## src/hdl/rtp_regs.svh

```systemverilog
`ifndef RTP_REGS_SVH
`define RTP_REGS_SVH

// register indices; byte address is four times the index
`define RTP_IDX_MODE 8'hDC
`define RTP_IDX_COUNT 8'hDD
`define RTP_IDX_RELOAD 8'hDE
`define RTP_IDX_STATUS 8'hE0
`define RTP_IDX_MASK 8'hE1

// mode register field positions
`define RTP_BIT_PWM 0
`define RTP_BIT_TOGGLE 1
`define RTP_BIT_ALOAD 2
`define RTP_BIT_CKS 3
`define RTP_BIT_RATE_LO 4
`define RTP_BIT_RATE_HI 6
`define RTP_BIT_RUN 7

// status and mask bit positions
`define RTP_BIT_OVF 0
`define RTP_BIT_PIN 1

// reset values
`define RTP_RST_MODE 8'h00
`define RTP_RST_COUNT 8'h00
`define RTP_RST_RELOAD 8'h00
`define RTP_RST_IRQ 2'h0

// overflow boundary masks (top count of each boundary)
`define RTP_TOP_256 8'hFF
`define RTP_TOP_64 8'h3F
`define RTP_TOP_32 8'h1F
`define RTP_TOP_16 8'h0F

// prescaler: code 000 divides by 256
`define RTP_DIV_MASK 8'hFF

`endif

```

## src/hdl/rtp_pkg.sv

```systemverilog
package rtp_pkg;

  // mode register, laid out as the software sees it
  typedef struct packed {
    logic run;
    logic [2:0] rate;
    logic cks;
    logic aload;
    logic toggle;
    logic pwm;
  } rtp_mode_type;

  // source that drives the wave output pin
  typedef enum logic [1:0] {
    RTP_SRC_GPIO = 2'b00,
    RTP_SRC_TOGGLE = 2'b01,
    RTP_SRC_PWM = 2'b10
  } rtp_src_type;

  // interrupt status / mask layout
  typedef struct packed {
    logic pin;
    logic ovf;
  } rtp_irq_type;

endpackage : rtp_pkg

```

## src/hdl/rtp_timer.sv

```systemverilog
// Function
// counter increments per tick; wraps at top, keeps counting, raises overflow request
// clock source bit picks prescaled clock at 0, event pin at 1
// external mode advances once per falling edge on event pin
// rate code 000 divides by 256, each step halves, 111 divides by 2
// external source ignores rate and keeps the pin's own flag at zero
// run enable 0 stops counter, 1 lets it count
// pwm enable drives pwm wave, range set by toggle and reload bits
// pwm off and toggle on routes toggle signal to pin, else pin is I/O
// pwm off, reload bit enables automatic reload
// on overflow with reload active, active reload value loads counter
// reload writes go to holding buffer, moved to active on overflow; code also moves it every clock while run is 0
// pwm forces reload on; reload bit then selects boundary
// boundary 256 unless pwm internal; then 00/01/10/11 give 256/64/32/16
// software preloads count and reload with boundary minus interval counts
// toggle output inverts on each overflow
// pwm goes low at count equal reload, high at count zero; code also sets it high on each overflow
// overflow flag stays set until software clears it; zero after reset
//
// The Avalon-MM register port was decided locally.
`timescale 1ns/1ps
`default_nettype none
`include "rtp_regs.svh"

module rtp_timer (
  // clock and reset
  input wire logic clk,
  input wire logic rst,
  // avalon-mm slave
  input wire logic [9:0] avs_address,
  input wire logic avs_read,
  input wire logic avs_write,
  input wire logic [31:0] avs_writedata,
  input wire logic [3:0] avs_byteenable,
  output logic [31:0] avs_readdata,
  output logic avs_waitrequest,
  // event pin, asynchronous
  input wire logic event_input_pin,
  // port logic behind the wave pin
  input wire logic gpio_out,
  input wire logic gpio_oe,
  // wave pin
  output logic wave_output_pin_o,
  output logic wave_output_pin_oe,
  // interrupt
  output logic irq
);

  // ****************************************
  // helper functions
  // ****************************************
  function automatic logic [7:0] rtp_top(input rtp_pkg::rtp_mode_type m);
    logic [7:0] t;
    t = `RTP_TOP_256;
    if (m.pwm && !m.cks) begin
      unique case ({m.aload, m.toggle})
        2'b00: t = `RTP_TOP_256;
        2'b01: t = `RTP_TOP_64;
        2'b10: t = `RTP_TOP_32;
        2'b11: t = `RTP_TOP_16;
      endcase
    end
    return t;
  endfunction : rtp_top

  function automatic logic rtp_sel(input logic [9:0] a, input logic [7:0] i);
    return (a[9:2] == i) && (a[1:0] == 2'b00);
  endfunction : rtp_sel

  // ****************************************
  // register storage
  // ****************************************
  rtp_pkg::rtp_mode_type mode_q;
  logic [7:0] count_q;
  logic [7:0] count_d;
  logic [7:0] hold_q;
  logic [7:0] active_q;
  rtp_pkg::rtp_irq_type status_q;
  rtp_pkg::rtp_irq_type status_d;
  rtp_pkg::rtp_irq_type mask_q;
  logic ack_q;
  logic [31:0] rdata_q;

  // ****************************************
  // bus decode
  // ****************************************
  // one wait state: the answer is ready on the second edge of a request
  wire req = avs_read | avs_write;
  wire wr_go = avs_write & ack_q & avs_byteenable[0];
  wire sel_mode = rtp_sel(avs_address, `RTP_IDX_MODE);
  wire sel_count = rtp_sel(avs_address, `RTP_IDX_COUNT);
  wire sel_reload = rtp_sel(avs_address, `RTP_IDX_RELOAD);
  wire sel_status = rtp_sel(avs_address, `RTP_IDX_STATUS);
  wire sel_mask = rtp_sel(avs_address, `RTP_IDX_MASK);
  wire [7:0] wbyte = avs_writedata[7:0];

  assign avs_waitrequest = req & ~ack_q;
  assign avs_readdata = rdata_q;

  // reload register is write only and unmapped addresses read zero
  wire [7:0] rd_mux = sel_mode ? mode_q :
                      sel_count ? count_q :
                      sel_status ? {6'h00, status_q} :
                      sel_mask ? {6'h00, mask_q} : 8'h00;

  always_ff @(posedge clk or posedge rst) begin
    if (rst) begin
      ack_q <= 1'b0;
      rdata_q <= 32'h00000000;
    end else begin
      ack_q <= req & ~ack_q;
      if (avs_read && !ack_q) begin
        rdata_q <= {24'h000000, rd_mux};
      end
    end
  end

  // ****************************************
  // event pin synchroniser
  // ****************************************
  logic evt_s1_q;
  logic evt_s2_q;
  logic evt_s3_q;

  always_ff @(posedge clk or posedge rst) begin
    if (rst) begin
      evt_s1_q <= 1'b1;
      evt_s2_q <= 1'b1;
      evt_s3_q <= 1'b1;
    end else begin
      evt_s1_q <= event_input_pin;
      evt_s2_q <= evt_s1_q;
      evt_s3_q <= evt_s2_q;
    end
  end

  wire evt_fall = evt_s3_q & ~evt_s2_q;

  // ****************************************
  // prescaler
  // ****************************************
  // free running so that the divider phase does not depend on run enable
  logic [7:0] div_q;
  wire [7:0] div_mask = 8'(`RTP_DIV_MASK >> mode_q.rate);
  wire int_tick = (div_q & div_mask) == div_mask;

  always_ff @(posedge clk or posedge rst) begin
    if (rst) begin
      div_q <= 8'h00;
    end else begin
      div_q <= div_q + 8'h01;
    end
  end

  // ****************************************
  // counter and reload
  // ****************************************
  wire tick = mode_q.cks ? evt_fall : int_tick;
  wire step = mode_q.run & tick;
  wire [7:0] top = rtp_top(mode_q);
  wire at_top = (count_q & top) == top;
  wire ovf = step & at_top;
  wire reload_on = mode_q.pwm | mode_q.aload;

  always_comb begin
    count_d = count_q;
    if (ovf) begin
      count_d = reload_on ? (active_q & top) : 8'h00;
    end else if (step) begin
      count_d = (count_q + 8'h01) & top;
    end
    if (wr_go && sel_count) begin
      count_d = wbyte;
    end
  end

  always_ff @(posedge clk or posedge rst) begin
    if (rst) begin
      count_q <= `RTP_RST_COUNT;
    end else begin
      count_q <= count_d;
    end
  end

  // while stopped the held value passes straight through, so a fresh
  // setup takes effect without waiting for a first overflow
  always_ff @(posedge clk or posedge rst) begin
    if (rst) begin
      hold_q <= `RTP_RST_RELOAD;
      active_q <= `RTP_RST_RELOAD;
    end else begin
      if (wr_go && sel_reload) begin
        hold_q <= wbyte;
      end
      if (ovf || !mode_q.run) begin
        active_q <= hold_q;
      end
    end
  end

  // ****************************************
  // mode register
  // ****************************************
  always_ff @(posedge clk or posedge rst) begin
    if (rst) begin
      mode_q <= `RTP_RST_MODE;
    end else if (wr_go && sel_mode) begin
      mode_q <= wbyte;
    end
  end

  // ****************************************
  // wave outputs
  // ****************************************
  logic tog_q;
  logic pwm_q;

  always_ff @(posedge clk or posedge rst) begin
    if (rst) begin
      tog_q <= 1'b0;
    end else if (ovf) begin
      tog_q <= ~tog_q;
    end
  end

  // equal-to-reload wins over zero, so a reload of zero keeps the output low except for one clock after each overflow
  always_ff @(posedge clk or posedge rst) begin
    if (rst) begin
      pwm_q <= 1'b0;
    end else if (!mode_q.run) begin
      pwm_q <= 1'b0;
    end else if (count_q == (active_q & top)) begin
      pwm_q <= 1'b0;
    end else if (count_q == 8'h00 || ovf) begin
      // a reloaded counter never passes zero, so the wrap stands for it
      pwm_q <= 1'b1;
    end
  end

  rtp_pkg::rtp_src_type src;
  assign src = mode_q.pwm ? rtp_pkg::RTP_SRC_PWM :
               mode_q.toggle ? rtp_pkg::RTP_SRC_TOGGLE :
               rtp_pkg::RTP_SRC_GPIO;

  always_comb begin
    unique case (src)
      rtp_pkg::RTP_SRC_PWM: begin
        wave_output_pin_o = pwm_q;
        wave_output_pin_oe = 1'b1;
      end
      rtp_pkg::RTP_SRC_TOGGLE: begin
        wave_output_pin_o = tog_q;
        wave_output_pin_oe = 1'b1;
      end
      default: begin
        wave_output_pin_o = gpio_out;
        wave_output_pin_oe = gpio_oe;
      end
    endcase
  end

  // ****************************************
  // interrupt status and mask
  // ****************************************
  // a set in the same cycle as a write-one clear wins over the clear
  always_comb begin
    status_d = status_q;
    if (wr_go && sel_status) begin
      status_d = status_q & ~rtp_pkg::rtp_irq_type'(wbyte[1:0]);
    end
    if (ovf) begin
      status_d.ovf = 1'b1;
    end
    if (evt_fall && !mode_q.cks) begin
      status_d.pin = 1'b1;
    end
    if (mode_q.cks) begin
      status_d.pin = 1'b0;
    end
  end

  always_ff @(posedge clk or posedge rst) begin
    if (rst) begin
      status_q <= `RTP_RST_IRQ;
      mask_q <= `RTP_RST_IRQ;
    end else begin
      status_q <= status_d;
      if (wr_go && sel_mask) begin
        mask_q <= wbyte[1:0];
      end
    end
  end

  assign irq = |(status_q & mask_q);
endmodule : rtp_timer

`default_nettype wire

```

## config.mk

```make
export PLATFORM = sky130hd
export DESIGN_NAME = rtp_timer
export DESIGN_NICKNAME = d
export VERILOG_FILES = /design/src/hdl/rtp_pkg.sv /design/src/hdl/rtp_timer.sv
export VERILOG_INCLUDE_DIRS = /design/src /design/src/hdl
export SDC_FILE = /design/constraint.sdc
export NUM_CORES = 1
export LEC_CHECK = 0
export BUFFER_PORTS_ARGS = -buffer_cell sky130_fd_sc_hd__buf_2
export CAP_MARGIN = 40
export CELL_PAD_IN_SITES_DETAIL_PLACEMENT = 2
export CELL_PAD_IN_SITES_GLOBAL_PLACEMENT = 2
export CORE_MARGIN = 3
export CORE_UTILIZATION = 36
export CTS_BUF_LIST = sky130_fd_sc_hd__clkbuf_8
export CTS_CLUSTER_SIZE = 30
export DETAILED_ROUTE_END_ITERATION = 6
export GPL_TIMING_DRIVEN = 0
export PLACE_DENSITY = 0.85
export SLEW_MARGIN = 20
export SYNTH_ARGS = -nofsm -noshare
export SYNTH_HDL_FRONTEND = slang
export SYNTH_SLANG_ARGS = --single-unit
export TNS_END_PERCENT = 30
```

## constraint.sdc

```tcl
create_clock -name clk -period 3.12 [get_ports clk]
set_input_delay 0.624 -clock clk [delete_from_list [all_inputs] [get_ports clk]]
set_output_delay 0.624 -clock clk [all_outputs]
set_load 0.05 [all_outputs]
```

==> results of run 1 <==
[worst register-to-register path, stage by stage, from the launching register on]
cell	delay, ns
dfrtp_1	0.51
ha_1	0.28
nand3_2	0.16
nor2_2	0.29
nand3_2	0.25
o21ai_4	0.41
mux2_2	0.39
[layout make-up]
cell class | instances | area (um^2) | share of cell area
Buffer | 37 | 238 | 0.0621
Clock buffer | 11 | 151 | 0.0395
Clock inverter | 4 | 18.8 | 0.00490
Inverter | 4 | 17.5 | 0.00458
Multi-Input combinational cell | 235 | 1610 | 0.420
Sequential cell | 58 | 1460 | 0.380
Tap cell | 105 | 131 | 0.0343
Timing Repair Buffer | 39 | 210 | 0.0549
[layer usage]
layer,vias to the layer above,part of all wire,global-route usage
met1,1399,0.42,0.255
met3,16,0.056,0.0422
met2,81,0.50,0.343
met4,0,0.019,0.0642
met5,-,0,0
li1,1230,-,-
[where the power goes]
group | total, W | internal (W) | switching, W
clock | 0.000617 | 0.000320 | 0.000297
combinational | 0.000306 | 0.0000781 | 0.000228
sequential | 0.000796 | 0.000781 | 0.0000151
total | 0.00172 | 0.00118 | 0.000540
[per-stage QoR]
step,area (um^2),setup slack [ns]
2_1_floorplan,3310,0.733
3_3_place_gp,3630,0.328
3_5_place_dp,3630,0.629
4_1_cts,3800,0.726
5_1_grt,3830,0.619
6_report,3830,0.714
[sequential cells by signal, indices dropped and copies added (netlist names)]
register,count
evt_s1_q,1
ack_q,1
hold_q,8
mask_q,2
evt_s3_q,1
count_q,8
div_q,8
mode_q,8
active_q,8
status_q,2
tog_q,1
avs_readdata,8
evt_s2_q,1
pwm_q,1
[synth_stat cells (3+ instances only)]
library cell / instances / share of area
a21o_1: 3 / 0.0070
a21oi_1: 15 / 0.023
a22o_1: 3 / 0.0081
a22oi_1: 8 / 0.019
a31oi_1: 7 / 0.014
and3_1: 3 / 0.0058
and4_1: 3 / 0.0081
buf_2: 4 / 0.0062
buf_4: 25 / 0.058
clkbuf_1: 7 / 0.0081
dfrtp_1: 55 / 0.43
dfstp_2: 3 / 0.024
ha_1: 3 / 0.012
inv_1: 4 / 0.0046
mux2_2: 27 / 0.094
nand2_1: 22 / 0.026
nand2b_1: 3 / 0.0058
nand3_1: 8 / 0.012
nand4_1: 3 / 0.0058
nor2_1: 21 / 0.024
nor4_1: 6 / 0.012
o211ai_1: 3 / 0.0070
o21ai_0: 7 / 0.011
o21ai_1: 3 / 0.0046
o31ai_1: 4 / 0.0093
or2_2: 3 / 0.0058
or3_1: 3 / 0.0058
xnor2_1: 7 / 0.019
xor2_1: 9 / 0.024
[worst max-delay path by stage]
stage | from | end | slack, ns | cells past startpoint
floorplan | gpio_out | wave_output_pin_o | 0.73 | 2
global placement | rst | avs_readdata[7] | 0.33 | 2
detailed placement | avs_address[7] | hold_q[7] | 0.63 | 6
CTS | count_q[1] | active_q[2] | 0.73 | 6
global route | count_q[1] | active_q[2] | 0.62 | 6
finish | count_q[1] | active_q[2] | 0.71 | 6
[logic make-up after synthesis]
logic type / count (synthesis)
AND/OR/NAND/NOR: 95
AO/OA/AOI/OAI: 68
flip-flops: 58
buffers and inverters: 41
multiplexers: 29
XOR/XNOR: 16
adder cells (fa/ha/maj): 3
other: 1
==> impl_metrics.prom, run 1 <==
# TYPE chip_impl_metric gauge
chip_impl_metric{name="die_area",unit="mm^2"} 0.0101
chip_impl_metric{name="io_buffer_count",unit=""} 37
chip_impl_info{name="leading_cell_type_in_the_layout_fill_and_taps_excluded",value="dfrtp_1"} 1
chip_impl_metric{name="final_hold_viol_count",unit=""} 0
chip_impl_metric{name="clock-sinks",unit=""} 58
chip_impl_metric{name="seq_area_frac_synth",unit=""} 0.451
chip_impl_info{name="worstReg2RegStart",value="count_q[1]"} 1
chip_impl_metric{name="cts.path.max_buffers",unit=""} 2
chip_impl_metric{name="dp_hpwl",unit="um"} 6930
chip_impl_metric{name="maxClockFrequency",unit="GHz"} 0.416
chip_impl_metric{name="global_route.usage.total",unit=""} 0.202
chip_impl_metric{name="cts-resized-gates",unit=""} 0
chip_impl_info{name="timing.critical_path.mode_cell",value="nand3_2"} 1
chip_impl_metric{name="initialDrtViolationCount",unit=""} 101
chip_impl_metric{name="max_slew_margin",unit=""} 0.557
chip_impl_metric{name="wire_length_of_the_first_global_routing_pass",unit="um"} 15700
chip_impl_metric{name="cts_htree_levels",unit=""} 3
chip_impl_metric{name="fin_setup_tns",unit="ns"} 0
chip_impl_metric{name="worst_hold_slack",unit="ns"} 0.256
chip_impl_metric{name="syn-instance-count",unit=""} 311
chip_impl_metric{name="critical-path-max-stage-delay",unit="ns"} 0.51
chip_impl_metric{name="initial_antenna_violation_count",unit=""} 0
chip_impl_metric{name="syn_to_final_growth",unit="%"} 18.6
chip_impl_metric{name="fin_crit_sh",unit=""} 0.771
chip_impl_info{name="worst_path_dominant_cell_family",value="simple AND/OR/NAND/NOR gates"} 1
chip_impl_metric{name="synth_compound_gate_area_share",unit=""} 0.146
chip_impl_info{name="synth_top_family_by_area",value="simple AND/OR/NAND/NOR gates"} 1
chip_impl_metric{name="avgSynthCellArea",unit="um^2"} 10.4
chip_impl_metric{name="finalMaxSlewViolations",unit=""} 0
chip_impl_metric{name="arrival",unit="ns"} 2.63
chip_impl_metric{name="finalSetupViolations",unit=""} 0
chip_impl_metric{name="clk_transition_reported_paths",unit="ns"} 0.06
chip_impl_metric{name="max-vdd-ir-drop",unit="V"} 0.000145
chip_impl_info{name="timing.setup.critical_path_class",value="flip-flop to flip-flop"} 1
chip_impl_info{name="path_cells",value="ha_1 -> nand3_2 -> nor2_2 -> nand3_2 -> o21ai_4 -> mux2_2"} 1
chip_impl_metric{name="period_needed",unit="ns"} 2.41
chip_impl_metric{name="timing.critical_path.required",unit="ns"} 3.34
chip_impl_info{name="ctsRootBufferMaster",value="clkbuf_8"} 1
chip_impl_info{name="timing.critical_path.from_type",value="flip-flop"} 1
chip_impl_metric{name="globalRoute.totalOverflow",unit=""} 0
chip_impl_metric{name="routabilityCongestion",unit=""} 0.842
chip_impl_metric{name="mappedNetlistArea",unit="mm^2"} 0.00323
chip_impl_metric{name="synth_simple_gate_area_frac",unit=""} 0.168
chip_impl_metric{name="final_layout_size_suffix_gt1_frac",unit=""} 0.332
chip_impl_metric{name="drt_drc_violations_left",unit=""} 0
chip_impl_info{name="rr_endpoint",value="active_q[2]"} 1
chip_impl_metric{name="rows",unit=""} 33
chip_impl_info{name="synth_flop_cell",value="dfrtp_1"} 1
chip_impl_metric{name="timing.reg2reg.setup_slack",unit="ns"} 0.71
chip_impl_metric{name="wl",unit="um"} 9620
chip_impl_metric{name="antenna_left",unit=""} 0
chip_impl_metric{name="timing_worst_slew_pin_value",unit="ns"} 0.662
chip_impl_metric{name="fin_worst_skew",unit="ns"} 0.00961
chip_impl_info{name="endpoint_kind",value="flip-flop"} 1
chip_impl_metric{name="synth_edf_count",unit=""} 0
chip_impl_metric{name="static-leakage-power",unit="nW"} 1.77
chip_impl_info{name="hp-class",value="primary input to asynchronous set/reset pin"} 1
chip_impl_metric{name="final_total_pwr",unit="W"} 0.00172
chip_impl_metric{name="vias_per_cell",unit=""} 5.53
chip_impl_metric{name="floorplan.die.width",unit="um"} 101
chip_impl_metric{name="num_vias",unit=""} 2726
chip_impl_metric{name="synthArstFlopShare",unit=""} 1.00
chip_impl_metric{name="latest_clock_arrival_within_the_worst_skew_pair",unit="ns"} 0.35
chip_impl_info{name="status",value="complete, no violations"} 1
chip_impl_info{name="clock_tree_from_tritoncts",value="done"} 1
chip_impl_metric{name="detail_route.wl_per_cell",unit="um"} 19.5
chip_impl_metric{name="count_of_buffer_and_inverter_cells_on_the_critical_path",unit=""} 0
chip_impl_metric{name="floorplan.initialDensity",unit=""} 0.381
chip_impl_metric{name="synth_xor_area_frac",unit=""} 0.0434
chip_impl_metric{name="final_core_utilization",unit=""} 0.452
chip_impl_metric{name="ys_ff_latch",unit=""} 58
chip_impl_metric{name="grt_pass1_vias",unit=""} 2916
chip_impl_metric{name="layoutNonFillerInstCount",unit=""} 493
chip_impl_info{name="final_cell_mix",value="55 x dfrtp_1, 41 x buf_2, 27 x mux2_2"} 1
chip_impl_metric{name="yosysWarnings",unit=""} 0
chip_impl_metric{name="cap_violations",unit=""} 0
chip_impl_metric{name="num_io_pins",unit=""} 89
chip_impl_metric{name="powerDensity",unit="mW/mm^2"} 449
chip_impl_metric{name="cts.hold.buffers_added",unit=""} 0
chip_impl_metric{name="timing.reg2reg.worst_path_depth",unit=""} 6
chip_impl_metric{name="fillers",unit=""} 926
chip_impl_metric{name="design.core.area",unit="mm^2"} 0.00846
chip_impl_info{name="critical-path-slowest-cell",value="dfrtp_1"} 1
chip_impl_metric{name="cts-buffers-inserted",unit=""} 9
chip_impl_metric{name="cp_max_fo",unit=""} 8
chip_impl_metric{name="drt_first_pass_iters",unit=""} 4
chip_impl_metric{name="num_antenna_cells",unit=""} 0
chip_impl_metric{name="finalNetCount",unit=""} 440
chip_impl_metric{name="arithmetic_cell_share_of_the_synthesized_area_counting_full_adders_half_adders_and_majority_gates",unit=""} 0.0116
chip_impl_metric{name="distinct_cell_type_count_of_the_synthesized_netlist",unit=""} 61
chip_impl_metric{name="post-place-cells",unit=""} 476
chip_impl_metric{name="synth.area.mux_share",unit=""} 0.101
chip_impl_metric{name="floorplan.die.height",unit="um"} 101
chip_impl_info{name="rsz0062_at_grt",value="false"} 1
chip_impl_metric{name="cts.repair_timing.setup_buffer_count",unit=""} 0
chip_impl_metric{name="grt_max_degree",unit=""} 59
Note: power is estimated with default switching activity, not from simulation.
==> run 2: changes to the inputs <==
--- a/config.mk
+++ b/config.mk
@@ -11,12 +11,12 @@
 export CELL_PAD_IN_SITES_DETAIL_PLACEMENT = 2
 export CELL_PAD_IN_SITES_GLOBAL_PLACEMENT = 2
 export CORE_MARGIN = 3
-export CORE_UTILIZATION = 36
+export CORE_UTILIZATION = 33
 export CTS_BUF_LIST = sky130_fd_sc_hd__clkbuf_8
 export CTS_CLUSTER_SIZE = 30
 export DETAILED_ROUTE_END_ITERATION = 6
 export GPL_TIMING_DRIVEN = 0
-export PLACE_DENSITY = 0.85
+export PLACE_DENSITY = 0.78
 export SLEW_MARGIN = 20
 export SYNTH_ARGS = -nofsm -noshare
 export SYNTH_HDL_FRONTEND = slang
==> constraint.sdc (replaced) <==
create_clock -name clk -period 2.36 [get_ports clk]
set_input_delay 0.472 -clock clk [delete_from_list [all_inputs] [get_ports clk]]
set_output_delay 0.472 -clock clk [all_outputs]
set_load 0.05 [all_outputs]
==> impl_metrics.prom, run 2 (synthesis gave the netlist of run 1 again) <==
# TYPE chip_impl_metric gauge
chip_impl_info{name="status",value="complete, no violations"} 1
chip_impl_metric{name="final_layout_size_suffix_gt1_frac",unit=""} 0.338
chip_impl_metric{name="rows",unit=""} 35
chip_impl_metric{name="antenna_left",unit=""} 0
chip_impl_metric{name="arrival",unit="ns"} 2.47
chip_impl_metric{name="period_needed",unit="ns"} 2.24
chip_impl_metric{name="floorplan.die.width",unit="um"} 105
chip_impl_metric{name="final_hold_viol_count",unit=""} 0
chip_impl_metric{name="floorplan.initialDensity",unit=""} 0.344
chip_impl_metric{name="initialDrtViolationCount",unit=""} 95
chip_impl_metric{name="worst_hold_slack",unit="ns"} 0.180
chip_impl_metric{name="initial_antenna_violation_count",unit=""} 0
chip_impl_metric{name="cts.path.max_buffers",unit=""} 2
chip_impl_metric{name="fin_crit_sh",unit=""} 0.950
chip_impl_metric{name="cts_htree_levels",unit=""} 3
chip_impl_metric{name="maxClockFrequency",unit="GHz"} 0.446
chip_impl_metric{name="grt_max_degree",unit=""} 59
chip_impl_metric{name="wire_length_of_the_first_global_routing_pass",unit="um"} 16300
chip_impl_metric{name="finalSetupViolations",unit=""} 0
chip_impl_metric{name="timing.critical_path.required",unit="ns"} 2.59
chip_impl_info{name="endpoint_kind",value="flip-flop"} 1
chip_impl_metric{name="max_slew_margin",unit=""} 0.570
chip_impl_metric{name="detail_route.wl_per_cell",unit="um"} 18.8
chip_impl_metric{name="die_area",unit="mm^2"} 0.0110
chip_impl_metric{name="finalMaxSlewViolations",unit=""} 0
chip_impl_metric{name="design.core.area",unit="mm^2"} 0.00937
chip_impl_metric{name="clock-sinks",unit=""} 58
chip_impl_metric{name="floorplan.die.height",unit="um"} 105
chip_impl_metric{name="drt_drc_violations_left",unit=""} 0
chip_impl_metric{name="finalNetCount",unit=""} 441
chip_impl_metric{name="syn_to_final_growth",unit="%"} 21.0
chip_impl_info{name="critical-path-slowest-cell",value="dfrtp_2"} 1
chip_impl_info{name="path_cells",value="ha_1 -> nand3_2 -> nor2_2 -> nand3_2 -> o21ai_4 -> buf_12 -> mux2_2"} 1
chip_impl_metric{name="wl",unit="um"} 9770
chip_impl_metric{name="vias_per_cell",unit=""} 5.15
chip_impl_metric{name="io_buffer_count",unit=""} 37
chip_impl_info{name="rsz0062_at_grt",value="false"} 1
chip_impl_metric{name="timing_worst_slew_pin_value",unit="ns"} 0.642
chip_impl_info{name="timing.setup.critical_path_class",value="flip-flop to flip-flop"} 1
chip_impl_info{name="timing.critical_path.from_type",value="flip-flop"} 1
chip_impl_info{name="ctsRootBufferMaster",value="clkbuf_8"} 1
chip_impl_metric{name="global_route.usage.total",unit=""} 0.190
chip_impl_info{name="final_cell_mix",value="54 x dfrtp_1, 41 x buf_2, 27 x mux2_2"} 1
chip_impl_metric{name="num_io_pins",unit=""} 89
chip_impl_metric{name="ff_latch_area",unit="mm^2"} 0.00146
chip_impl_metric{name="layoutNonFillerInstCount",unit=""} 519
chip_impl_metric{name="cp_max_fo",unit=""} 8
chip_impl_metric{name="latest_clock_arrival_within_the_worst_skew_pair",unit="ns"} 0.35
chip_impl_metric{name="cap_violations",unit=""} 0
chip_impl_metric{name="cts-buffers-inserted",unit=""} 9
chip_impl_metric{name="num_antenna_cells",unit=""} 0
chip_impl_metric{name="dp_hpwl",unit="um"} 6980
chip_impl_info{name="clock_tree_from_tritoncts",value="done"} 1
chip_impl_metric{name="post-place-cells",unit=""} 502
chip_impl_metric{name="fillers",unit=""} 1062
chip_impl_info{name="hp-class",value="primary input to asynchronous set/reset pin"} 1
chip_impl_metric{name="powerDensity",unit="mW/mm^2"} 603
chip_impl_metric{name="max-vdd-ir-drop",unit="V"} 0.000231
chip_impl_metric{name="cts.hold.buffers_added",unit=""} 0
chip_impl_metric{name="fin_worst_skew",unit="ns"} 0.00749
chip_impl_metric{name="globalRoute.totalOverflow",unit=""} 0
chip_impl_metric{name="num_vias",unit=""} 2671
chip_impl_metric{name="clk_transition_reported_paths",unit="ns"} 0.07
chip_impl_info{name="leading_cell_type_in_the_layout_fill_and_taps_excluded",value="dfrtp_1"} 1
chip_impl_metric{name="grt_pass1_vias",unit=""} 2995
chip_impl_info{name="timing.critical_path.mode_cell",value="nand3_2"} 1
chip_impl_metric{name="routabilityCongestion",unit=""} 0.868
chip_impl_metric{name="drt_first_pass_iters",unit=""} 4
chip_impl_metric{name="static-leakage-power",unit="nW"} 1.79
chip_impl_metric{name="critical-path-max-stage-delay",unit="ns"} 0.47
chip_impl_metric{name="multi_input_comb_area",unit="mm^2"} 0.00161
## run 2: changes by cell type in the layout (fill, tap and decap cells not counted), sizes merged
cell and delta:
bufinv +1, buf +1, clkinvlp +1, clkbuf -3, clkdlybuf4s18 +1, clkinv +1
## run 2: timing repair
| item | in CTS | in global routing |
|---|---|---|
| pin swaps | 1 | 0 |
| resized for setup | 0 | 1 |
| cloned | 0 | 0 |
| endpoints found under the setup margin | 8 | 8 |
| setup buffers | 1 | 0 |
## run 2: per-stage QoR
stage          area, um^2   util  power, W  TNS [ns]  setup slack (ns)
2_1_floorplan        3310      -   0.00137         0             0.252
3_3_place_gp         3660  0.391   0.00146    -15.66            -0.281
3_5_place_dp         3700  0.395   0.00148    -0.593           -0.0760
4_1_cts              3910  0.417   0.00239         0            0.0398
5_1_grt              3910  0.417   0.00247         0           0.00371
6_report             3910  0.417   0.00236         0             0.119
## run 2: worst paths after layout
path,start,to,slack [ns],cells past startpoint
setup reg to reg,count_q[1],active_q[6],0.12,7
hold / removal,rst,hold_q[1],0.18,3
max in group asynchronous,rst,evt_s3_q,1.90,3
setup / recovery,count_q[1],active_q[6],0.12,7
hold reg to reg,evt_s1_q,evt_s2_q,0.36,0
min in group clk,event_input_pin,evt_s1_q,0.22,1
## run 2: layout make-up
class / instances / area share
repair buffers: 40 / 0.0621
clock inverters: 7 / 0.0157
multi-input cells: 235 / 0.411
flip-flops and latches: 58 / 0.373
well taps: 129 / 0.0413
clock buffers: 9 / 0.0317
plain buffers: 37 / 0.0608
inverters: 4 / 0.00448
## run 2: layer usage
| layer | up-vias | global-route usage | wire length [um] |
|---|---|---|---|
| met2 | 63 | 0.312 | 4880 |
| li1 | 1232 | - | - |
| met5 | - | 0 | 0 |
| met4 | 0 | 0.0637 | 161 |
| met3 | 13 | 0.0519 | 416 |
| met1 | 1363 | 0.240 | 4310 |
## run 2: critical path: cells and delay by family (launching register included)
family	cells	cell delay (ns)
flip-flops	1	0.47
adder cells (fa/ha/maj)	1	0.25
multiplexers	1	0.33
AO/OA/AOI/OAI	1	0.22
AND/OR/NAND/NOR	3	0.69
buffers and inverters	1	0.16
## run 2: report_power, final
part / switching (W) / leakage, nW / internal, W
logic: 0.000306 / 0.947 / 0.000105
registers: 0.0000203 / 0.740 / 0.00103
clock network: 0.000418 / 0.100 / 0.000475
